### src/verilog/sadc_pkg.sv
// Shared constants and types for the converter control block.
// Assumes one 200 MHz clock that also serves as the conversion clock.
package sadc_pkg;
   // ==================================================
   // Data widths and codes
   localparam int RES_W = 8; // Result width
   localparam logic [7:0] HALF_SCALE = 8'h80; // DAC start code, MSB trial
   localparam logic [7:0] RESULT_RST = 8'h00; // Output latch after reset
   localparam logic [2:0] MSB_IDX = 3'h7; // First trial bit
   localparam logic [7:0] ONE_HOT0 = 8'h01; // Trial bit seed

   // ==================================================
   // Timing counts, in conversion clock edges
   localparam int ACQ_EDGES = 3; // Edges from start to hold
   localparam logic [1:0] ACQ_LAST = 2'(ACQ_EDGES - 1); // Last acquire count
   localparam int CMP_WAIT = 3; // Settle edges before each decision
   localparam logic [1:0] CMP_LAST = 2'(CMP_WAIT - 1); // Last settle count
   localparam int ROM_GUARD = 1; // Clock periods after end with no start
   localparam logic [1:0] ROM_GUARD_CNT = 2'(ROM_GUARD); // Guard load value

   // ==================================================
   // Pin synchroniser layout
   localparam int PIN_W = 4; // Synchronised pins
   localparam int PIN_CS = 0; // Select, active low
   localparam int PIN_RD = 1; // Read strobe, active low
   localparam int PIN_MODE = 2; // Mode strap
   localparam int PIN_CMP = 3; // Comparator decision
   localparam logic [3:0] SYNC_RST = 4'h7; // Strobes idle high, comparator low

   // ==================================================
   // State encodings
   typedef enum logic [1:0] {
      SADC_SAR_IDLE = 2'b00,
      SADC_SAR_SETTLE = 2'b01,
      SADC_SAR_DECIDE = 2'b10
   } sadc_sar_st_t;

   typedef enum logic [1:0] {
      SADC_IDLE = 2'b00,
      SADC_ACQ = 2'b01,
      SADC_CONV = 2'b10,
      SADC_HALT = 2'b11
   } sadc_ctl_st_t;
endpackage

### src/verilog/sadc_sar.sv
// Successive-approximation sequencer: DAC code, trial bits, final code.
// Assumes comp_hi is already synchronised to clk.
module sadc_sar
   import sadc_pkg::*;
(
   input wire logic clk, // Conversion clock
   input wire logic rst_n, // Async reset, active low
   input wire logic start, // One-cycle request to begin
   input wire logic comp_hi, // Input above DAC level
   output logic [sadc_pkg::RES_W-1:0] dac_code, // Code driven to the DAC
   output logic trial_start, // Pulse: new trial code loaded
   output logic done, // Pulse: final code valid
   output logic [sadc_pkg::RES_W-1:0] result // Final code
);
   import sadc_pkg::*;

   // ==================================================
   // State
   sadc_sar_st_t st_q; // Sequencer state
   logic [2:0] bit_q; // Bit under trial
   logic [1:0] wait_q; // Settle counter
   logic [7:0] code_q; // Approximation register
   logic [7:0] decided; // Code after this decision
   logic done_q; // Done pulse
   logic [7:0] res_q; // Final code

   // Keep the bit when input is above the DAC level
   assign decided = comp_hi ? code_q : (code_q & ~(ONE_HOT0 << bit_q));
   assign dac_code = code_q;
   assign done = done_q;
   assign result = res_q;
   // New trial code each start and after every decision but the last
   assign trial_start = (st_q == SADC_SAR_IDLE && start) ||
                        (st_q == SADC_SAR_DECIDE && bit_q != 3'h0);

   // Sequencing and counters
   always_ff @(posedge clk or negedge rst_n) begin
      if (!rst_n) begin
         st_q <= SADC_SAR_IDLE;
         bit_q <= MSB_IDX;
         wait_q <= 2'h0;
      end else begin
         case (st_q)
            SADC_SAR_IDLE: begin
               wait_q <= 2'h0;
               bit_q <= MSB_IDX;
               if (start) st_q <= SADC_SAR_SETTLE;
            end
            SADC_SAR_SETTLE: begin
               // Gives the DAC and the comparator sync time to settle
               wait_q <= wait_q + 2'h1;
               if (wait_q == CMP_LAST) st_q <= SADC_SAR_DECIDE;
            end
            SADC_SAR_DECIDE: begin
               wait_q <= 2'h0;
               // Eight decisions, MSB down to LSB
               if (bit_q == 3'h0) st_q <= SADC_SAR_IDLE;
               else begin
                  bit_q <= bit_q - 3'h1;
                  st_q <= SADC_SAR_SETTLE;
               end
            end
            default: st_q <= SADC_SAR_IDLE;
         endcase
      end
   end

   // Approximation register and DAC code
   always_ff @(posedge clk or negedge rst_n) begin
      if (!rst_n) begin
         code_q <= HALF_SCALE;
      end else if (st_q == SADC_SAR_IDLE && start) begin
         code_q <= HALF_SCALE;
      end else if (st_q == SADC_SAR_DECIDE) begin
         if (bit_q == 3'h0) code_q <= HALF_SCALE;
         else code_q <= decided | (ONE_HOT0 << (bit_q - 3'h1));
      end
   end

   // Final code and done pulse
   always_ff @(posedge clk or negedge rst_n) begin
      if (!rst_n) begin
         res_q <= RESULT_RST;
         done_q <= 1'b0;
      end else begin
         done_q <= (st_q == SADC_SAR_DECIDE && bit_q == 3'h0);
         if (st_q == SADC_SAR_DECIDE && bit_q == 3'h0) res_q <= decided;
      end
   end
endmodule

### src/verilog/sadc_ctl.sv
// Bus-facing control of the 8-bit converter: strobes, busy, result port.
// Assumes pins are asynchronous to clk; clk stands in for the conversion
// clock, and each of its edges counts as one falling conversion edge.
// The testbench resolves the result port wires from result_port_oe.
// What this block does
// - Strobes ignored unless select is low
// - Select plus read: output data, start conversion
// - Mode low, multi-sample variant only: continuous conversions, strobes only read
// - Busy low from start until conversion end
// - DAC starts at half scale
// - Keep bit when input above DAC
// - Store bit, set next trial, load DAC
// - Eight decisions, then latch result
// - Result readable, DAC back to half scale
// - Hold once, or sample before each bit
// - Starting read returns previous result at once
// - Eight outputs, bit 7 is MSB
// - Hold on third edge after busy falls, sixth edge after strobes low
// - Read right after end: data, no start
// - Async read at end: defer latch, halt
module sadc_ctl
   import sadc_pkg::*;
#(
   parameter bit TRACK_HOLD = 1'b0 // 1: single hold variant, 0: multi-sample
) (
   input wire logic clk, // Conversion clock, 200 MHz
   input wire logic rst_n, // Async reset, active low
   input wire logic cs_n, // Chip select pin, active low
   input wire logic rd_n, // Read strobe pin, active low
   input wire logic mode, // Mode pin, low selects continuous in the multi-sample variant
   input wire logic comp_hi, // Comparator: input above DAC level
   output logic [sadc_pkg::RES_W-1:0] result_port_o, // Result port data
   output logic result_port_oe, // Result port drive enable
   output logic busy_n, // Busy, active low
   output logic [sadc_pkg::RES_W-1:0] dac_code, // Internal DAC code
   output logic th_hold, // Track/hold switch open
   output logic sample_p // Pulse: sample before a decision
);
   import sadc_pkg::*;

   // ==================================================
   // Pin synchronisers
   logic [PIN_W-1:0] pin_vec; // Raw pins
   logic [PIN_W-1:0] sync1_q; // First stage, read only by second
   logic [PIN_W-1:0] sync2_q; // Second stage, safe to use
   logic cs_s; // Synchronised select
   logic rd_s; // Synchronised read
   logic mode_s; // Synchronised mode
   logic comp_s; // Synchronised comparator

   assign pin_vec[PIN_CS] = cs_n;
   assign pin_vec[PIN_RD] = rd_n;
   assign pin_vec[PIN_MODE] = mode;
   assign pin_vec[PIN_CMP] = comp_hi;

   // Two flops per pin; costs two edges of latency on every strobe
   for (genvar g = 0; g < PIN_W; g++) begin : g_sync
      always_ff @(posedge clk or negedge rst_n) begin
         if (!rst_n) begin
            sync1_q[g] <= SYNC_RST[g];
            sync2_q[g] <= SYNC_RST[g];
         end else begin
            sync1_q[g] <= pin_vec[g];
            sync2_q[g] <= sync1_q[g];
         end
      end
   end

   assign cs_s = sync2_q[PIN_CS];
   assign rd_s = sync2_q[PIN_RD];
   assign mode_s = sync2_q[PIN_MODE];
   assign comp_s = sync2_q[PIN_CMP];

   // ==================================================
   // Strobe decode
   logic sel_act; // Select and read both low
   logic sel_prev_q; // Previous sel_act
   logic sel_rise; // Access just began
   logic async_mode; // Continuous conversions

   // Read is meaningless without select
   assign sel_act = !cs_s && !rd_s;
   assign sel_rise = sel_act && !sel_prev_q;
   // Only the multi-sample variant has a mode pin
   assign async_mode = !TRACK_HOLD && !mode_s;

   // Edge memory for access start
   always_ff @(posedge clk or negedge rst_n) begin
      if (!rst_n) sel_prev_q <= 1'b0;
      else sel_prev_q <= sel_act;
   end

   // ==================================================
   // Conversion control
   sadc_ctl_st_t st_q; // Control state
   sadc_ctl_st_t st_d; // Next control state
   logic [1:0] acq_q; // Edges since start
   logic [1:0] guard_q; // Clocks left in no-start window
   logic sar_start; // Begin bit trials
   logic sar_done; // Final code ready
   logic sar_trial; // New trial loaded
   logic [7:0] sar_res; // Final code
   logic latch_en; // Update output latch
   logic busy_n_q; // Busy register
   logic [7:0] result_q; // Output latch
   logic hold_q; // Track/hold switch open
   logic sample_q; // Sample pulse register

   // Bit trials begin on the third edge after the start
   assign sar_start = (st_q == SADC_ACQ) && (acq_q == ACQ_LAST);

   // Latch at end, unless an async read is pending
   assign latch_en = (st_q == SADC_CONV && sar_done && !(async_mode && sel_act)) ||
                     (st_q == SADC_HALT && !sel_act);

   // Next state
   always_comb begin
      st_d = st_q;
      case (st_q)
         SADC_IDLE: begin
            // Continuous mode restarts by itself
            if (async_mode) st_d = SADC_ACQ;
            // Access start converts, except just after an end
            else if (sel_rise && guard_q == 2'h0) st_d = SADC_ACQ;
         end
         SADC_ACQ: begin
            if (sar_start) st_d = SADC_CONV;
         end
         SADC_CONV: begin
            // Strobes low at end in continuous mode freeze everything
            if (sar_done && async_mode && sel_act) st_d = SADC_HALT;
            else if (sar_done) st_d = SADC_IDLE;
         end
         SADC_HALT: begin
            // Released when either strobe rises
            if (!sel_act) st_d = SADC_IDLE;
         end
         default: st_d = SADC_IDLE;
      endcase
   end

   // State register
   always_ff @(posedge clk or negedge rst_n) begin
      if (!rst_n) st_q <= SADC_IDLE;
      else st_q <= st_d;
   end

   // Acquire edge counter, cleared outside acquisition
   always_ff @(posedge clk or negedge rst_n) begin
      if (!rst_n) acq_q <= 2'h0;
      else if (st_q == SADC_ACQ) acq_q <= acq_q + 2'h1;
      else acq_q <= 2'h0;
   end

   // No-start window after each end; reads there only fetch data
   always_ff @(posedge clk or negedge rst_n) begin
      if (!rst_n) guard_q <= 2'h0;
      else if (st_q != SADC_IDLE && st_d == SADC_IDLE) guard_q <= ROM_GUARD_CNT;
      else if (guard_q != 2'h0) guard_q <= guard_q - 2'h1;
   end

   // Busy framing, from the next state so it moves with it
   always_ff @(posedge clk or negedge rst_n) begin
      if (!rst_n) busy_n_q <= 1'b1;
      else busy_n_q <= !(st_d == SADC_ACQ || st_d == SADC_CONV);
   end

   // Output latch; reads in between see the previous result
   always_ff @(posedge clk or negedge rst_n) begin
      if (!rst_n) result_q <= RESULT_RST;
      else if (latch_en) result_q <= sar_res;
   end

   // Track/hold: open at the third edge, closed again at end
   always_ff @(posedge clk or negedge rst_n) begin
      if (!rst_n) hold_q <= 1'b0;
      else if (TRACK_HOLD && sar_start) hold_q <= 1'b1;
      else if (sar_done) hold_q <= 1'b0;
   end

   // Multi-sample variant samples ahead of every decision
   always_ff @(posedge clk or negedge rst_n) begin
      if (!rst_n) sample_q <= 1'b0;
      else sample_q <= !TRACK_HOLD && sar_trial;
   end

   // ==================================================
   // Bit sequencer
   sadc_sar u_sar (
      .clk(clk),
      .rst_n(rst_n),
      .start(sar_start),
      .comp_hi(comp_s),
      .dac_code(dac_code),
      .trial_start(sar_trial),
      .done(sar_done),
      .result(sar_res)
   );

   // ==================================================
   // Outputs
   // Data bits keep their order, bit 7 on the MSB line
   assign result_port_o = result_q;
   // Enable follows strobes only; a slow-memory host sees new data at end
   assign result_port_oe = sel_act;
   assign busy_n = busy_n_q;
   assign th_hold = hold_q;
   assign sample_p = sample_q;
endmodule

### config.mk
export PLATFORM = sky130hd
export DESIGN_NAME = sadc_ctl
export DESIGN_NICKNAME = d
export VERILOG_FILES = /design/src/verilog/sadc_pkg.sv /design/src/verilog/sadc_sar.sv /design/src/verilog/sadc_ctl.sv
export SDC_FILE = /design/constraint.sdc
export NUM_CORES = 1
export LEC_CHECK = 0
export BUFFER_PORTS_ARGS = -buffer_cell sky130_fd_sc_hd__buf_2
export CAP_MARGIN = 20
export CORE_UTILIZATION = 44
export DETAILED_ROUTE_END_ITERATION = 8
export GPL_TIMING_DRIVEN = 0
export PLACE_DENSITY = 0.73
export SYNTH_ARGS = -nofsm -noshare
export SYNTH_HDL_FRONTEND = slang
export SYNTH_SLANG_ARGS = --single-unit
### constraint.sdc
create_clock -name clk -period 1.8 [get_ports clk]
set_clock_uncertainty 0.15 [all_clocks]
set_input_delay 0.36 -clock clk [delete_from_list [all_inputs] [get_ports clk]]
set_output_delay 0.36 -clock clk [all_outputs]
set_load 0.1 [all_outputs]
==> results.cfg, run 1 <==
[placement]
numPortBuffers = 24
dpl_cell_area_um2 = 2510
dpl.hpwl_um = 2766
dp_cells = 284
gp_congestion = 0.8332
place_ws_ns = -0.1423

[floorplanning]
io_pins = 26
row_count = 25
die_area_um2 = 5511
core_um2 = 4880
dieHeight_um = 74.24
initial_core_util = 0.4705
die_x_um = 74.24

[global_route]
overflow = 0
grt_max_degree = 50
grt_pass1_wl_um = 6506
grtUsageTotal = 0.1543
grt_antenna_before_repair = 0
grt_pass1_vias = 1444

[pwr]
ir_drop_v = 0.001196
totalPowerFinal_w = 0.004111
power_density_nw_per_um2 = 1517
leakage_nw = 1.259

[sta]
clock.fmax_mhz = 569.4
rsz0062_at_grt = true
slew_viol_final = 0
finalSetupViolations = 0
fin_crit_sh = 0.9758
hold_ws_ns = 0.007150
fin_ws_ns = 0.04362
period_needed_ns = 1.756
hold_viol = 0

[synth]
syn_inst = 193
synth.most_common_cell = dfrtp_1
yosysSeqAreaShare = 0.5401
synth_top_area_frac = 0.4142
synth_area_leaders = dfrtp_1 (41%), dfstp_2 (13%), ha_1 (5.4%)
ys_top_cells_by_count = dfrtp_1 (38), inv_1 (14), nand2_1 (13), o21ai_0 (13), dfstp_2 (11)
synth_edf_count = 0
syn_area_per_cell_um2 = 11.90
synth_warnings = 0
ys.flop_type = dfrtp_1
synth_largest_area_cell = dfrtp_1
netlist_area_um2 = 2296
synth-seq-cells = 49
synthArstFlopShare = 1.000
synth_cell_types = 46
synth.net_count = 209

[detailed_routing]
drc = 0
via_count = 1554
drt_iter0_drc = 94
viasPerCell = 5.232
ant_nets = 0
wl_per_cell_um = 13.45
firstDrtPassIters = 4
drt-total-wl_um = 3994

[final_layout]
ff_latch_area_um2 = 1241
fillers = 451
instances_no_fill = 297
layout-drive-gt1-share = 0.3435
nets = 245
areaGrowthSynthToFinish_pct = 18.04
multi_input_area_um2 = 1008
diodes = 0
stdcell_area_um2 = 2710

[clocking]
clockBufferDepth = 2
cts_tree = built
clk_latency_ns = 0.29
cts_buffers = 5
htreeDepth = 2
clockRootBuffer = clkbuf_8
cts_num_sinks = 49
clkTransAtPathRegs_ns = 0.08

[critical_path]
arrival_ns = 1.79
cp_max_fo = 10
cp-start-kind = flop
crit_path_end_kind = flop
crit_required_ns = 1.84
worstSetupPathType = reg2reg

[status]
status = completed

[flow_run]
cap_violations = 0

[hold_path]
hp-class = in2reg
-- worst max-delay path, cell delays in order, from the launching register on --
cell       delay (ns)
dfstp_2          0.54
inv_1            0.13
ha_4             0.22
nand4bb_1        0.15
buf_6            0.16
mux2_4           0.30
-- worst paths after layout --
| path | slack (ns) | to | cells after the start | from |
|---|---|---|---|---|
| setup / recovery | 0.04 | u_sar.result[4]$_DFFE_PN0P_ | 5 | u_sar.bit_q[1]$_DFFE_PN1P_ |
| hold / removal | 0.007 | sync1_q[2]$_DFF_PN1_ | 1 | mode |
| setup reg to reg | 0.04 | u_sar.result[4]$_DFFE_PN0P_ | 5 | u_sar.bit_q[1]$_DFFE_PN1P_ |
| hold reg to reg | 0.20 | comp_s$_DFF_PN0_ | 0 | sync1_q[3]$_DFF_PN0_ |
| max in group asynchronous | 0.65 | mode_s$_DFF_PN1_ | 3 | rst_n |
| min in group asynchronous | 0.31 | u_sar.wait_q[0]$_DFFE_PN0P_ | 2 | rst_n |
-- report_power, final --
| group | leakage (nW) | internal, W | total [W] | switching (W) |
|---|---|---|---|---|
| Sequential | 0.578 | 0.00137 | 0.00152 | 0.000150 |
| Clock | 0.0422 | 0.000273 | 0.000617 | 0.000344 |
| Combinational | 0.639 | 0.000589 | 0.00197 | 0.00138 |
| Total | 1.26 | 0.00223 | 0.00411 | 0.00188 |
-- placed cells by master, fill, tap and decap left out, drive strengths merged, types with 2 or more instances in the layout --
master       instances
dfrtp               38
a21oi                2
buf                 34
nor2b                3
o21ai               14
xor2                 2
mux2                12
a22oi                3
a222oi               5
dfstp               11
nor3b                2
nand2               13
nand2b               8
nand3b               3
mux2i                2
inv                 14
o2bb2ai              6
and2                 4
nor2                 9
ha                  10
clkbuf               8
a21o                 6
a21boi               2
dlygate4sd3          2
-- layout make-up --
type | instances | area share
plain buffers | 7 | 0.02031
clock buffers | 7 | 0.02816
clock inverters | 1 | 0.001847
inverters | 14 | 0.01939
multi-input cells | 122 | 0.3721
flip-flops and latches | 49 | 0.4580
well taps | 67 | 0.03093
repair buffers | 30 | 0.06925
-- per-layer routing --
layer,vias up,part of all wire,track usage
met3,5,0.042,0.03794
met2,36,0.47,0.2556
li1,746,-,-
met5,-,0,0
met1,767,0.48,0.2042
met4,0,0.0085,0.03983
-- cell families after synthesis --
kind of cell             after synthesis  synth area share
AND/OR/NAND/NOR                       46            0.1133
buffers and inverters                 22           0.04632
XOR/XNOR                               3           0.01145
multiplexers                          14           0.07085
AO/OA/AOI/OAI                         48            0.1619
flip-flops                            49            0.5401
adder cells (fa/ha/maj)               10           0.05450
other                                  1          0.001633
-- state kept, by name (all words and copies together), names as in the netlist --
signal and count:
guard_q 2, mode_s 1, sample_p 1, sel_prev_q 1
u_sar.result 8, busy_n 1, comp_s 1, rd_s 1
u_sar.done 1, u_sar.st_q 2, acq_q 2, cs_s 1
u_sar.dac_code 8, u_sar.bit_q 3, st_q 2, result_port_o 8
u_sar.wait_q 2, sync1_q 4
-- metrics by stage --
stage,setup TNS (ns),utilization
after detailed placement,-0.4985,0.5144
after global placement,-0.3635,0.5144
after floorplan,-0.2596,-
final,0,0.5554
after global routing,-0.1319,0.5554
after CTS,0,0.5356
-- what timing repair did --
| action | 4_1_cts | 5_1_grt |
|---|---|---|
| pin swaps | 0 | 1 |
| setup endpoints to repair | 12 | 8 |
| gates resized for setup | 5 | 11 |
| buffers inserted | 2 | 1 |
| hold buffers | 0 | 2 |
| hold endpoints to repair | 0 | 7 |
Power figures use the tool's default switching activity.
==> run 2: changes to the inputs <==
MAX_ROUTING_LAYER = met4   (was default)
SETUP_SLACK_MARGIN = 0.2   (was default)
==> run 2 against run 1 <==
Effect of this change:
- maximum frequency increased by 1.4%
- cell count increased by 5.4%
- combinational power increased by 20%
- register-to-register slack improved by 0.02 ns
- wire length increased by 17%
- critical path depth decreased by 1
- sequential cell count unchanged
- global-route usage increased by 3.5 points
- first-iteration DRC count decreased by 6.4%
- largest power group unchanged
- die area unchanged
- non-clock buffer count increased by 16
- total power increased by 16%
==> results.cfg, run 2 (same netlist as run 1, synthesis figures left out) <==
[sta]
clock.fmax_mhz = 577.5
finalSetupTns_ns = 0
fin_ws_ns = 0.06840
rsz0062_at_grt = true
slew_viol_final = 0
period_needed_ns = 1.732
hold_ws_ns = 0.2043
hold_viol = 0
finalSetupViolations = 0
fin_crit_sh = 0.9620

[pwr]
power_density_nw_per_um2 = 1532
p_clk_frac = 0.175
seq_power_share = 0.327
switching_power_w = 0.002045
ir_drop_v = 0.0008329
combPwrFrac = 0.498
switching_share = 0.4296
p_int_w = 0.002716
leakage_nw = 1.442

[final_layout]
areaGrowthSynthToFinish_pct = 35.37
fin_util = 0.6369
diodes = 0
fillers = 378
nets = 261
layout-drive-gt1-share = 0.4715
stdcell_area_um2 = 3108
final_common_cell = dfrtp_1
final_cell_mix = dfrtp_1 (37), buf_4 (22), dfstp_2 (11), inv_1 (10), mux2_4 (10)

[critical_path]
cp_max_fo = 6
arrival_ns = 1.78
crit_required_ns = 1.85
crit_path_end_kind = flop
r2r_slack_ns = 0.07
worstSetupPathType = reg2reg
worstSetupStartpoint = u_sar.bit_q[0]$_DFFE_PN1P_
r2r-start = u_sar.bit_q[0]$_DFFE_PN1P_
cp-start-kind = flop

[clocking]
clockRootBuffer = clkbuf_8
clk_latency_ns = 0.31
clkTransAtPathRegs_ns = 0.09
clockBufferDepth = 2
cts_num_sinks = 49
cts_buffers = 5
cts_tree = built
htreeDepth = 2

[floorplanning]
die_area_um2 = 5511
dieHeight_um = 74.24
io_pins = 26
initial_core_util = 0.4705
core_um2 = 4880
die_x_um = 74.24
row_count = 25

[detailed_routing]
drc = 0
viasPerCell = 5.147
firstDrtPassIters = 4
drt-total-wl_um = 4686
ant_nets = 0
via_count = 1611
drt_iter0_drc = 88
wl_per_cell_um = 14.97

[global_route]
grt_max_degree = 50
grtUsageTotal = 0.1896
grt_pass1_vias = 1564
grt_pass1_wl_um = 7369
overflow = 0
grt_antenna_before_repair = 0

[hold_path]
hold_path_startpoint = sync1_q[3]$_DFF_PN0_
hp-class = reg2reg

[placement]
dpl.hpwl_um = 2746
place_ws_ns = 0.02105
numPortBuffers = 24
dpl_cell_area_um2 = 2552
gp_congestion = 0.8068

[status]
status = completed

[flow_run]
cap_violations = 0
==> run 2: per-layer routing <==
layer	wire length (um)	global-route usage
met1	2054	0.2332
met2	2344	0.2889
met3	164	0.03794
met4	122	0.1132
met5	0	-
==> run 2: critical path, stage by stage, from the launching register on <==
cell and delay (ns):
dfstp_2 0.61, ha_1 0.30, nand2b_1 0.12, a222oi_1 0.35
o2bb2ai_1 0.10
==> run 2: layout make-up <==
class | count | area, um^2 | share of cell area
timing repair buffer | 45 | 400.4 | 0.1288
buffer | 8 | 66.31 | 0.02134
multi-input combinational | 122 | 1141 | 0.3671
clock inverter | 2 | 37.54 | 0.01208
tap | 67 | 83.83 | 0.02697
sequential | 49 | 1241 | 0.3994
inverter | 14 | 55.05 | 0.01771
clock buffer | 6 | 82.58 | 0.02657
==> run 2: final timing paths <==
path                                                      end  cells past startpoint
worst max-delay path            u_sar.dac_code[1]$_DFFE_PN0P_                      4
worst min-delay path                         comp_s$_DFF_PN0_                      0
worst max register to register  u_sar.dac_code[1]$_DFFE_PN0P_                      4
worst min register to register               comp_s$_DFF_PN0_                      0
max in group asynchronous                    busy_n$_DFF_PN1_                      3
min in group asynchronous                sel_prev_q$_DFF_PN0_                      2
==> run 2: through the flow <==
step                      power [W]  instances
after floorplan            0.003139        193
after global placement     0.003418        284
after detailed placement   0.003472        284
after CTS                  0.004483        307
after global routing       0.005020        313
final                      0.004761        313
==> run 2: timing repair <==
item,CTS,global route
buffers inserted,10,4
pin swaps,5,16
hold endpoints to repair,4,4
hold buffers,4,1
resized for setup,31,44
cloned,1,0
endpoints found under the setup margin,36,34
==> run 2: power groups by stage <==
stage | clock [W] | sequential, W | combinational (W)
final | 0.000835 | 0.00156 | 0.00237
after global routing | 0.000897 | 0.00159 | 0.00253
after CTS | 0.000847 | 0.00155 | 0.00209
after detailed placement | 0 | 0.00155 | 0.00192
after global placement | 0 | 0.00154 | 0.00188
after floorplan | 0 | 0.00234 | 0.000795
